## src/common/whr_pkg.sv

```systemverilog
// Purpose: shared constants and types for the watchdog, sleep and reset control block
// Assumes: one 200 MHz clock, APB register access, instruction pulses from the core
// Notes:   register offsets are byte addresses of aligned 32-bit words
//
// What this block does
// - watchdog ticks from instruction clock (system clock / 4) or 12kHz RC, by config.
// - watchdog period is source divided by two to the n, n from 8 to 11.
// - watchdog disabled means clear instructions do nothing and no watchdog reset.
// - watchdog overflow in normal running gives chip reset and sets timeout flag.
// - prescaler is cleared by the configured clear instructions or by sleep.
// - single-clear mode: every single clear clears; the clear pair is ignored.
// - dual-clear mode: watchdog clears only once both pair instructions have executed.
// - sleep stops the system oscillator; the RC source keeps running if selected.
// - during sleep memory, registers and port pins hold their state.
// - sleep sets power-down flag, clears timeout flag, clears the prescaler.
// - sleep ends on a falling edge at any wake-enabled port B pin.
// - port wake-up is no reset; execution continues after the sleep instruction.
// - 1024 system clock start-up delay at power-up and after every wake from sleep.
// - power-down flag clears at power-up and on each watchdog clear.
// - reset causes are power-on, external pin, low voltage and watchdog timeout.
// - flags per cause: power-on 00, pin/low voltage unchanged, watchdog 1u, sleep 01, watchdog in sleep 11.
// - chip reset loads program counter 000H, clears prescaler, inputs, stack at top.
// - chip reset drives carrier pin low or floats it, by pin type config.
// - timeout flag clears on power-up, watchdog clear or sleep; set by timeout.
// - status writes never change power-down (bit 4) or timeout (bit 5) flags.

package whr_pkg;

    // ***************************************************************
    // register map
    // ***************************************************************
    localparam logic [7:0] ADDR_CONFIG  = 8'h00;
    localparam logic [7:0] ADDR_STATUS  = 8'h04;
    localparam logic [7:0] ADDR_WAKE_EN = 8'h08;
    localparam logic [7:0] ADDR_STATE   = 8'h0C;

    // config fields
    localparam int CFG_WDT_EN_BIT = 0;
    localparam int CFG_SRC_RC_BIT = 1;
    localparam int CFG_N_LSB      = 2;
    localparam int CFG_DUAL_BIT   = 4;
    localparam int CFG_NMOS_BIT   = 5;

    // status fields
    localparam int STAT_PD_BIT = 4;
    localparam int STAT_TO_BIT = 5;

    // reset values: watchdog on, instruction clock, n = 8, single clear, cmos pin
    localparam logic [5:0] CFG_RESET     = 6'h01;
    localparam logic [7:0] WAKE_EN_RESET = 8'h00;
    localparam logic [9:0] PC_RESET      = 10'h000;

    // ***************************************************************
    // timing
    // ***************************************************************
    localparam int unsigned CLK_FREQ_HZ    = 200_000_000;
    localparam int unsigned RC_FREQ_HZ     = 12_000;
    localparam int unsigned RC_DIV_CYCLES  = CLK_FREQ_HZ / RC_FREQ_HZ;
    localparam int unsigned INSTR_DIV      = 4;
    localparam int unsigned STARTUP_CYCLES = 1024;
    localparam int unsigned WDT_N_MIN      = 8;
    localparam int unsigned WDT_CNT_W      = 11;

    // ***************************************************************
    // types
    // ***************************************************************
    typedef enum logic [1:0] {
        ST_RESET   = 2'b00,
        ST_STARTUP = 2'b01,
        ST_RUN     = 2'b10,
        ST_SLEEP   = 2'b11
    } whr_state_t;

    typedef struct packed {
        logic       carrier_nmos;
        logic       dual_clear;
        logic [1:0] wdt_n_sel;
        logic       src_rc;
        logic       wdt_en;
    } whr_cfg_t;

    typedef struct packed {
        logic        psel;
        logic        penable;
        logic        pwrite;
        logic [7:0]  paddr;
        logic [31:0] pwdata;
    } whr_apb_req_t;

    typedef struct packed {
        logic clear_single;
        logic clear_first;
        logic clear_second;
        logic sleep;
    } whr_core_cmd_t;

endpackage

```

## src/hw/whr_tick_div.sv

```systemverilog
// Purpose: clock-enable divider, one-cycle tick every DIV cycles while running
// Assumes: single clock domain
// Notes:   counter restarts from zero whenever run is low
`timescale 1ns/10ps
`default_nettype none

module whr_tick_div #(
    parameter int unsigned DIV = 4
) (
    // clock and reset
    input  wire logic clk_in,
    input  wire logic rstn_in,
    // control
    input  wire logic run_in,
    // tick
    output var  logic tick_out
);

    localparam logic [15:0] LAST = 16'(DIV - 1);

    typedef struct packed {
        logic [15:0] cnt;
        logic        tick;
    } whr_div_state_t;

    whr_div_state_t q;
    whr_div_state_t d;

    // count and emit one pulse per wrap
    always_comb begin
        d      = q;
        d.tick = 1'b0;
        if (!run_in) begin
            d.cnt = 16'h0000;
        end else if (q.cnt == LAST) begin
            d.cnt  = 16'h0000;
            d.tick = 1'b1;
        end else begin
            d.cnt = q.cnt + 16'h0001;
        end
    end

    always_ff @(posedge clk_in or negedge rstn_in) begin
        if (!rstn_in) begin
            q <= '0;
        end else begin
            q <= d;
        end
    end

    assign tick_out = q.tick;

endmodule // whr_tick_div

`default_nettype wire

```

## src/hw/whr_top.sv

```systemverilog
// Purpose: watchdog, sleep / wake-up, start-up delay and reset merge with cause flags
// Assumes: clk_in is the system clock; rstn_in is the power-on reset; core
//          instruction strobes are one-cycle pulses synchronous to clk_in
// Notes:   configuration and flags survive pin, low-voltage and watchdog resets
`timescale 1ns/10ps
`default_nettype none

module whr_top #(
    parameter int unsigned RC_DIV_CYCLES = whr_pkg::RC_DIV_CYCLES
) (
    // clock and power-on reset
    input  wire logic                  clk_in,
    input  wire logic                  rstn_in,
    // apb slave
    input  wire whr_pkg::whr_apb_req_t apb_in,
    output var  logic                  pready_out,
    output var  logic [31:0]           prdata_out,
    output var  logic                  pslverr_out,
    // core instruction strobes
    input  wire whr_pkg::whr_core_cmd_t core_cmd_in,
    // reset sources
    input  wire logic                  external_reset_pin_n_in,
    input  wire logic                  low_voltage_reset_in,
    // wake port and carrier
    input  wire logic [7:0]            wake_port_in,
    input  wire logic                  carrier_in,
    // to the core and pads
    output var  logic                  chip_reset_out,
    output var  logic [9:0]            pc_reset_value_out,
    output var  logic                  core_run_out,
    output var  logic                  sys_osc_run_out,
    output var  logic                  io_hold_out,
    output var  logic                  io_input_mode_out,
    output var  logic                  carrier_pin_out,
    output var  logic                  carrier_pin_oe_out
);

    // ***************************************************************
    // state
    // ***************************************************************
    typedef struct packed {
        whr_pkg::whr_state_t             state;
        logic                            from_reset;
        logic [9:0]                      start_cnt;
        logic [whr_pkg::WDT_CNT_W-1:0]   wdt_cnt;
        logic                            first_seen;
        logic                            second_seen;
        logic                            to_flag;
        logic                            pd_flag;
        logic [7:0]                      wake_prev;
        whr_pkg::whr_cfg_t               cfg;
        logic [7:0]                      wake_en;
        logic                            pready;
        logic [31:0]                     prdata;
        logic                            pslverr;
        logic                            chip_reset;
        logic                            core_run;
        logic                            osc_run;
        logic                            io_hold;
        logic                            io_input;
        logic                            carr_o;
        logic                            carr_oe;
    } whr_top_state_t;

    localparam logic [9:0] START_LAST = 10'(whr_pkg::STARTUP_CYCLES - 1);

    whr_top_state_t q;
    whr_top_state_t d;

    logic instr_tick;
    logic rc_tick;

    // ***************************************************************
    // clock sources
    // ***************************************************************
    // instruction clock only exists while the system oscillator runs
    whr_tick_div #(.DIV(whr_pkg::INSTR_DIV)) u_instr_div (
        .clk_in   (clk_in),
        .rstn_in  (rstn_in),
        .run_in   (q.osc_run),
        .tick_out (instr_tick)
    );

    // rc oscillator is free running, independent of sleep
    whr_tick_div #(.DIV(RC_DIV_CYCLES)) u_rc_div (
        .clk_in   (clk_in),
        .rstn_in  (rstn_in),
        .run_in   (1'b1),
        .tick_out (rc_tick)
    );

    // ***************************************************************
    // next state
    // ***************************************************************
    always_comb begin
        logic                          running;
        logic                          asleep;
        logic                          wdt_src_tick;
        logic [whr_pkg::WDT_CNT_W-1:0] limit;
        logic                          overflow;
        logic                          clr_single;
        logic                          clr_dual;
        logic                          wdt_clear;
        logic                          sleep_cmd;
        logic                          reset_src;
        logic                          wake;
        logic                          f_seen;
        logic                          s_seen;
        logic                          acc;
        logic                          addr_ok;
        logic [31:0]                   rdata;

        d            = q;
        running      = (q.state == whr_pkg::ST_RUN);
        asleep       = (q.state == whr_pkg::ST_SLEEP);
        wdt_src_tick = q.cfg.src_rc ? rc_tick : instr_tick;
        limit        = {whr_pkg::WDT_CNT_W{1'b1}} >> (2'd3 - q.cfg.wdt_n_sel);
        overflow     = q.cfg.wdt_en && (running || asleep) && wdt_src_tick
                       && (q.wdt_cnt == limit);
        reset_src    = !external_reset_pin_n_in || low_voltage_reset_in;

        // clear instructions; only the configured style is live
        clr_single = running && q.cfg.wdt_en && !q.cfg.dual_clear
                     && core_cmd_in.clear_single;
        f_seen     = q.first_seen || core_cmd_in.clear_first;
        s_seen     = q.second_seen || core_cmd_in.clear_second;
        clr_dual   = running && q.cfg.wdt_en && q.cfg.dual_clear
                     && f_seen && s_seen;
        wdt_clear  = clr_single || clr_dual;
        sleep_cmd  = running && core_cmd_in.sleep && !overflow;

        // pair bookkeeping; a lone half never clears anything
        if (running && q.cfg.wdt_en && q.cfg.dual_clear && !clr_dual) begin
            d.first_seen  = f_seen;
            d.second_seen = s_seen;
        end else begin
            d.first_seen  = 1'b0;
            d.second_seen = 1'b0;
        end

        // wake only from enabled pins, falling edge
        wake        = asleep && |(q.wake_prev & ~wake_port_in & q.wake_en);
        d.wake_prev = wake_port_in;

        // prescaler
        if (!(running || asleep) || wdt_clear || sleep_cmd || overflow) begin
            d.wdt_cnt = '0;
        end else if (q.cfg.wdt_en && wdt_src_tick) begin
            d.wdt_cnt = q.wdt_cnt + 11'h001;
        end

        // flags: clear first so a same-cycle set wins
        if (wdt_clear || sleep_cmd) begin
            d.to_flag = 1'b0;
        end
        if (overflow) begin
            d.to_flag = 1'b1;
        end
        if (wdt_clear) begin
            d.pd_flag = 1'b0;
        end
        if (sleep_cmd) begin
            d.pd_flag = 1'b1;
        end

        // sequencing
        if (q.state != whr_pkg::ST_STARTUP) begin
            d.start_cnt = 10'h000;
        end
        if (reset_src) begin
            d.state      = whr_pkg::ST_RESET;
            d.from_reset = 1'b1;
        end else begin
            case (q.state)
                whr_pkg::ST_RESET: begin
                    d.state      = whr_pkg::ST_RUN;
                    d.from_reset = 1'b0;
                end
                whr_pkg::ST_STARTUP: begin
                    d.start_cnt = q.start_cnt + 10'h001;
                    if (q.start_cnt == START_LAST) begin
                        d.state      = whr_pkg::ST_RUN;
                        d.from_reset = 1'b0;
                    end
                end
                whr_pkg::ST_RUN: begin
                    if (overflow) begin
                        d.state      = whr_pkg::ST_RESET;
                        d.from_reset = 1'b1;
                    end else if (sleep_cmd) begin
                        d.state = whr_pkg::ST_SLEEP;
                    end
                end
                whr_pkg::ST_SLEEP: begin
                    // oscillator restarts either way, so both paths wait it out
                    if (overflow) begin
                        d.state      = whr_pkg::ST_STARTUP;
                        d.from_reset = 1'b1;
                    end else if (wake) begin
                        d.state      = whr_pkg::ST_STARTUP;
                        d.from_reset = 1'b0;
                    end
                end
                default: begin
                    d.state      = whr_pkg::ST_RESET;
                    d.from_reset = 1'b1;
                end
            endcase
        end

        // apb: one wait state, answer on second access cycle
        acc     = apb_in.psel && apb_in.penable;
        addr_ok = (apb_in.paddr == whr_pkg::ADDR_CONFIG)
               || (apb_in.paddr == whr_pkg::ADDR_STATUS)
               || (apb_in.paddr == whr_pkg::ADDR_WAKE_EN)
               || (apb_in.paddr == whr_pkg::ADDR_STATE);
        rdata   = 32'h0000_0000;
        case (apb_in.paddr)
            whr_pkg::ADDR_CONFIG: begin
                rdata[5:0] = q.cfg;
            end
            whr_pkg::ADDR_STATUS: begin
                rdata[whr_pkg::STAT_PD_BIT] = q.pd_flag;
                rdata[whr_pkg::STAT_TO_BIT] = q.to_flag;
            end
            whr_pkg::ADDR_WAKE_EN: begin
                rdata[7:0] = q.wake_en;
            end
            whr_pkg::ADDR_STATE: begin
                rdata[1:0] = q.state;
                rdata[2]   = q.from_reset;
            end
            default: begin
                rdata = 32'h0000_0000;
            end
        endcase
        d.pready  = acc && !q.pready;
        d.pslverr = acc && !q.pready && !addr_ok;
        if (acc && !q.pready) begin
            d.prdata = apb_in.pwrite ? 32'h0000_0000 : rdata;
        end
        // status writes are accepted and dropped, flags untouched
        if (acc && q.pready && apb_in.pwrite) begin
            if (apb_in.paddr == whr_pkg::ADDR_CONFIG) begin
                d.cfg = apb_in.pwdata[5:0];
            end
            if (apb_in.paddr == whr_pkg::ADDR_WAKE_EN) begin
                d.wake_en = apb_in.pwdata[7:0];
            end
        end

        // registered outputs derived from the next state
        d.chip_reset = (d.state == whr_pkg::ST_RESET)
                    || ((d.state == whr_pkg::ST_STARTUP) && d.from_reset);
        d.core_run   = (d.state == whr_pkg::ST_RUN);
        d.osc_run    = (d.state != whr_pkg::ST_SLEEP);
        d.io_hold    = (d.state == whr_pkg::ST_SLEEP);
        d.io_input   = d.chip_reset;
        if (d.chip_reset) begin
            d.carr_o  = 1'b0;
            d.carr_oe = !d.cfg.carrier_nmos;
        end else if (d.cfg.carrier_nmos) begin
            d.carr_o  = 1'b0;
            d.carr_oe = carrier_in;
        end else begin
            d.carr_o  = carrier_in;
            d.carr_oe = 1'b1;
        end
    end

    // ***************************************************************
    // registers
    // ***************************************************************
    // power-on: flags 00, start-up delay inside the reset period
    always_ff @(posedge clk_in or negedge rstn_in) begin
        if (!rstn_in) begin
            q            <= '0;
            q.state      <= whr_pkg::ST_STARTUP;
            q.from_reset <= 1'b1;
            q.cfg        <= whr_pkg::CFG_RESET;
            q.wake_en    <= whr_pkg::WAKE_EN_RESET;
            q.to_flag    <= 1'b0;
            q.pd_flag    <= 1'b0;
            q.wake_prev  <= 8'hFF;
            q.chip_reset <= 1'b1;
            q.osc_run    <= 1'b1;
            q.io_input   <= 1'b1;
            q.carr_oe    <= 1'b1;
        end else begin
            q <= d;
        end
    end

    // ***************************************************************
    // outputs
    // ***************************************************************
    assign pready_out         = q.pready;
    assign prdata_out         = q.prdata;
    assign pslverr_out        = q.pslverr;
    assign chip_reset_out     = q.chip_reset;
    assign pc_reset_value_out = whr_pkg::PC_RESET;
    assign core_run_out       = q.core_run;
    assign sys_osc_run_out    = q.osc_run;
    assign io_hold_out        = q.io_hold;
    assign io_input_mode_out  = q.io_input;
    assign carrier_pin_out    = q.carr_o;
    assign carrier_pin_oe_out = q.carr_oe;

endmodule // whr_top

`default_nettype wire

```

## config.mk

```make
export PLATFORM = sky130hd
export DESIGN_NAME = whr_top
export DESIGN_NICKNAME = d
export VERILOG_FILES = /design/src/common/whr_pkg.sv /design/src/hw/whr_tick_div.sv /design/src/hw/whr_top.sv
export SDC_FILE = /design/constraint.sdc
export NUM_CORES = 1
export LEC_CHECK = 0
export ABC_AREA = 0
export BUFFER_PORTS_ARGS = -buffer_cell sky130_fd_sc_hd__buf_2
export CORE_MARGIN = 2
export CORE_UTILIZATION = 35
export DETAILED_ROUTE_END_ITERATION = 8
export PLACE_DENSITY = 0.63
export SYNTH_ARGS = -nofsm -noshare
export SYNTH_HDL_FRONTEND = slang
export SYNTH_SLANG_ARGS = --single-unit
```

## constraint.sdc

```tcl
create_clock -name clk_in -period 5.81 [get_ports clk_in]
set_clock_uncertainty 0.1 [all_clocks]
set_input_delay 0.2905 -clock clk_in [delete_from_list [all_inputs] [get_ports clk_in]]
set_output_delay 0.2905 -clock clk_in [all_outputs]
set_load 0.01 [all_outputs]
```

==> impl_metrics.json, run 1 <==
{
  "status": "finished, final reports clean",
  "syn_area_um2": 4960,
  "synthFlopType": "dfrtp_1",
  "antenna_found_initial": 1,
  "synth_top_area_share": 0.434,
  "synth_edf_count": 0,
  "p_leak_nw": 2.58,
  "hp-class": "input port to flip-flop",
  "grt_pass1_wl_mm": 16.0,
  "start_util": 0.357,
  "path_clk_slew_ns": 0.06,
  "drv_slew": 0,
  "critPathArrivalTime_ns": 2.39,
  "hold_violations": 0,
  "floorplan.rows": 43,
  "dp_slack_ns": 3.60,
  "synth_fa_ha_area_frac": 0.0126,
  "worstHoldPathCells": 2,
  "via_count": 3460,
  "synthDistinctLibCells": 56,
  "wire_per_inst_um": 13.4,
  "final_common_cell": "dfrtp_1",
  "fp.dieW_um": 123,
  "p_seq_frac": 0.466,
  "combinationalPowerShare": 0.087,
  "grt_max_degree": 52,
  "chipHeight_um": 123,
  "max_cap_viol_count": 0,
  "layout.nets": 596,
  "end_kind": "flip-flop",
  "synth-async-reset-ratio": 1.00,
  "pin_count": 111,
  "cts_tree": "yes",
  "cp.required_ns": 5.97,
  "drive_above_1_share": 0.218,
  "dr.first_iter.drc_count": 252,
  "area_delta_synth_final_pct": 14.2,
  "synthMuxAreaShare": 0.0487,
  "tns_ns": 0,
  "yosysTopAreaCell": "dfrtp_1",
  "drt.antenna.violating_nets": 0,
  "power.internal_mw": 1.24,
  "vdd_drop_max_mv": 0.160,
  "fmax_mhz": 449,
  "path_class": "flip-flop to flip-flop",
  "fin_crit_sh": 0.384,
  "cts_resized": 0,
  "grt_usage": 0.133,
  "io_buffer_count": 52,
  "fin_crit_ns": 2.23,
  "cts_setup_buffers": 0,
  "grt_pass1_vias": 3420,
  "synth_area_leaders": "dfrtp_1 (43%), dfstp_2 (7.4%), buf_4 (6.5%)",
  "gp_congestion": 0.753,
  "final_cell_mix": "dfrtp_1 (86), nor2_1 (57), buf_2 (51)",
  "switchingPower_uw": 357,
  "path_max_fanout": 11,
  "htreeDepth": 3,
  "synth_compound_area_frac": 0.0646,
  "worst_slew_pin_slew_ns": 0.767,
  "clkPwrFrac": 0.447,
  "cts_buffers": 9,
  "firstDrtPassIters": 4,
  "ys.warnings.count": 0,
  "max-clock-path-buffers": 2,
  "timing.final.ws_setup_ns": 3.58,
  "routed_wl_mm": 9.64,
  "clk_latency_ns": 0.33,
  "fin_util": 0.408,
  "finalSetupViolCount": 0,
  "placeableCoreArea_um2": 13900,
  "critPathLaunchType": "flip-flop",
  "syn_inst": 480,
  "rsz0062_at_grt": "false",
  "cts_root_buffer": "clkbuf_16",
  "route.detailed.drc": 0,
  "synth_seq_cells": 100,
  "cts.hold.buffers_added": 9,
  "overflow": 0,
  "synth_xor_area_frac": 0.0760,
  "relSlewSlack": 0.485,
  "design.die.area_um2": 15100,
  "syn_area_per_cell_um2": 10.3,
  "place_hpwl_mm": 7.00,
  "ys_seq_area_frac": 0.508,
  "power.density_nw_per_um2": 282,
  "clkSinkCount": 100,
  "p_sw_frac": 0.223,
  "synth_top_family_by_area": "simple AND/OR/NAND/NOR gates",
  "ff2ff_path_depth": 6,
  "via_per_inst": 4.83,
  "yosys.area_share.simple": 0.207
}
==> registers in the layout, summed over array words and instances, names as in the netlist, 8 cells and up <==
| register | count |
|---|---|
| prdata_out | 8 |
| q | 50 |
| u_instr_div.q | 16 |
| u_rc_div.q | 16 |
==> cell usage after synthesis (all sizes together) (7+ instances only) <==
| master | number |
|---|---|
| nand3 | 22 |
| and3 | 13 |
| nand2 | 44 |
| xor2 | 26 |
| o21ai | 12 |
| buf | 46 |
| inv | 9 |
| mux2 | 17 |
| nor2 | 57 |
| or3 | 8 |
| dfstp | 14 |
| dfrtp | 86 |
| a21oi | 11 |
| nand4 | 12 |
| nor3 | 7 |
| xnor2 | 17 |
| clkbuf | 9 |
==> per-layer routing <==
metal / GRT usage / up-vias / share of wire
met2: 0.219 / 84 / 0.48
met1: 0.177 / 1697 / 0.46
met3: 0.0291 / 6 / 0.050
met4: 0.0362 / 0 / 0.0067
met5: 0 / - / 0
li1: - / 1673 / -
==> power groups by stage <==
stage / sequential, mW / combinational [mW] / clock (mW)
floorplan: 0.753 / 0.106 / 0
global placement: 0.757 / 0.131 / 0
detailed placement: 0.757 / 0.136 / 0
CTS: 0.745 / 0.141 / 0.732
global route: 0.749 / 0.162 / 0.763
finish: 0.745 / 0.139 / 0.715
==> cells by family after synthesis <==
kind of cell,count (synthesis)
fa+ha+maj,5
simple gates,200
compound gates,45
other cells,1
buf+inv,64
flops,100
mux,22
xor+xnor,43
==> layout make-up <==
cell class | count | area [µm²]
Antenna cell | 1 | 2.50
Clock buffer | 10 | 229
Clock inverter | 6 | 136
Fill cell | 1332 | 8220
Inverter | 9 | 33.8
Multi-Input combinational cell | 349 | 2160
Sequential cell | 100 | 2520
Tap cell | 180 | 225
Timing Repair Buffer | 62 | 360
==> metrics by stage <==
| step | instance area (µm²) | hold slack (ns) | power (mW) | std cells |
|---|---|---|---|---|
| floorplan | 5080 | -0.105 | 0.859 | 513 |
| global placement | 5200 | 0.241 | 0.888 | 691 |
| CTS | 5660 | 0.0353 | 1.62 | 716 |
| finish | 5660 | 0.0521 | 1.60 | 717 |
| detailed placement | 5200 | 0.255 | 0.893 | 691 |
| global route | 5660 | 0.0576 | 1.67 | 716 |
==> critical path: stages, from the launching register on <==
cell and delay, ns:
dfrtp_1 0.38, ha_1 0.26, nand2_1 0.08, nor4_1 0.48, o31a_2 0.35, o21ai_1 0.30
nor2_1 0.20
==> path summary, 6_finish.rpt <==
path                                 endpoint  slack (ns)           start
max in group asynchronous       u_rc_div.q[7]        4.13         rstn_in
worst min register to register  prdata_out[7]        0.36   prdata_out[7]
worst max-delay path                    q[70]        3.58           q[67]
min in group asynchronous               q[81]        0.40         rstn_in
worst max register to register          q[70]        3.58           q[67]
worst min-delay path                    q[65]        0.05  core_cmd_in[2]
Power figures use the tool's default switching activity.
==> inputs of run 2 (changes only) <==
--- a/config.mk
+++ b/config.mk
@@ -10,7 +10,7 @@
 export CORE_MARGIN = 2
 export CORE_UTILIZATION = 35
 export DETAILED_ROUTE_END_ITERATION = 8
-export PLACE_DENSITY = 0.63
+export PLACE_DENSITY = 0.65
 export SYNTH_ARGS = -nofsm -noshare
 export SYNTH_HDL_FRONTEND = slang
 export SYNTH_SLANG_ARGS = --single-unit
==> constraint.sdc (replaced) <==
create_clock -name clk_in -period 1.9 [get_ports clk_in]
set_clock_uncertainty 0.1 [all_clocks]
set_input_delay 0.095 -clock clk_in [delete_from_list [all_inputs] [get_ports clk_in]]
set_output_delay 0.095 -clock clk_in [all_outputs]
set_load 0.01 [all_outputs]
==> impl_metrics.json, run 2 (synthesis gave the netlist of run 1 again) <==
{
  "path_clk_slew_ns": 0.07,
  "area_delta_synth_final_pct": 26.0,
  "cts_buffers": 9,
  "routed_wl_mm": 10.6,
  "final_cell_mix": "dfrtp_1 (85), nor2_1 (55), buf_2 (51)",
  "grt_pass1_vias": 3633,
  "clkSinkCount": 100,
  "place_hpwl_mm": 7.46,
  "critPathLaunchType": "flip-flop",
  "vdd_drop_max_mv": 0.466,
  "grt_max_degree": 50,
  "drive_above_1_share": 0.301,
  "floorplan.rows": 43,
  "max-clock-path-buffers": 2,
  "chipHeight_um": 123,
  "overflow": 0,
  "n_antenna_cell": 0,
  "fmax_mhz": 529,
  "finalSetupViolCount": 0,
  "placeableCoreArea_um2": 13900,
  "grt_util_met1": 0.190,
  "pin_count": 111,
  "firstDrtPassIters": 5,
  "via_per_inst": 4.72,
  "io_buffer_count": 52,
  "rsz0062_at_grt": "true",
  "largest_registers": "q x50, u_instr_div.q x16, u_rc_div.q x16",
  "cp_slowest_stage_delay_ns": 0.58,
  "design.die.area_um2": 15100,
  "grt.busiest_layer": "met2",
  "critPathArrivalTime_ns": 2.03,
  "htreeDepth": 3,
  "hold_violations": 0,
  "critical_path_buf_inv_count": 1,
  "route.detailed.drc": 0,
  "use_met2": 0.240,
  "fp.dieW_um": 123,
  "cp_top_family": "simple AND/OR/NAND/NOR gates",
  "via_count": 3698,
  "dp_slack_ns": -0.0151,
  "layout.nets": 664,
  "cp.required_ns": 2.04,
  "dr.first_iter.drc_count": 243,
  "cts_root_buffer": "clkbuf_16",
  "top_register": "q",
  "drv_slew": 0,
  "max_cap_viol_count": 0,
  "tns_ns": 0,
  "power.density_nw_per_um2": 727,
  "path_cells": "or4_4, a21boi_1, o211a_1, o21ai_2, buf_6, nor2_1",
  "p_leak_nw": 2.91,
  "crit_path_top_delay_cell": "or4_4",
  "antenna_found_initial": 0,
  "final_common_cell": "dfrtp_1",
  "fin_crit_ns": 1.89,
  "largest_reg_flops": 50,
  "path_max_fanout": 6,
  "path_class": "flip-flop to flip-flop",
  "grt_usage": 0.145,
  "gp_congestion": 0.810,
  "drt.antenna.violating_nets": 0,
  "clk_latency_ns": 0.34,
  "timing.final.ws_setup_ns": 0.00893,
  "start_util": 0.357,
  "status": "finished, final reports clean",
  "total_power_mw": 4.54,
  "hp-class": "input port to flip-flop",
  "wire_per_inst_um": 13.5,
  "cts_tree": "yes",
  "grt_pass1_wl_mm": 17.3,
  "use_met3": 0.0291,
  "end_kind": "flip-flop",
  "fin_crit_sh": 0.995,
  "fin_util": 0.450
}
-- run 2: path summary, 6_finish.rpt --
path | startpoint | endpoint | slack (ns) | cells after the start
max | q[52] | q[69] | 0.009 | 6
min | low_voltage_reset_in | q[90] | 0.02 | 3
max reg2reg | q[52] | q[69] | 0.009 | 6
min reg2reg | q[66] | q[65] | 0.37 | 1
max in group asynchronous | rstn_in | q[88] | 0.90 | 3
min in group asynchronous | rstn_in | u_rc_div.q[10] | 0.12 | 2
-- run 2: final cells by class --
| class | instances | area [µm²] |
|---|---|---|
| Fill cell | 1251 | 7630 |
| Multi-Input combinational cell | 349 | 2240 |
| Clock inverter | 7 | 60.1 |
| Clock buffer | 9 | 225 |
| Timing Repair Buffer | 130 | 938 |
| Sequential cell | 100 | 2520 |
| Inverter | 9 | 33.8 |
| Tap cell | 180 | 225 |
-- run 2: per-stage QoR --
step	area (µm²)	std cells	hold slack (ns)
2_1_floorplan	5080	513	-0.301
3_3_place_gp	5520	731	-0.0443
4_1_cts	6130	779	0.00880
3_5_place_dp	5520	731	-0.0408
6_report	6250	784	0.0192
5_1_grt	6250	784	0.0179
-- run 2: tightest hold or removal path, stage by stage --
cell      delay (ns)
buf_2           0.09
or2b_2          0.17
a311oi_4        0.07
-- run 2: timing repair --
item,in CTS,in global routing
gates resized for setup,4,20
pin swaps,5,7
hold buffers,28,0
hold endpoints to repair,106,0
setup endpoints to repair,7,18
buffers inserted,4,4
cloned,0,1
-- run 2: routing by layer --
layer | up-vias | routed length [µm]
li1 | 1811 | -
met1 | 1789 | 4890
met2 | 88 | 5140
met3 | 10 | 446
met4 | 0 | 125
met5 | - | 0
-- run 2: power by group --
| part | total [mW] | internal [mW] | leakage (nW) | switching [mW] |
|---|---|---|---|---|
| clock | 1.75 | 0.909 | 0.137 | 0.842 |
| combinational | 0.516 | 0.233 | 1.46 | 0.283 |
| sequential | 2.28 | 2.21 | 1.31 | 0.0642 |
| total | 4.54 | 3.35 | 2.91 | 1.19 |
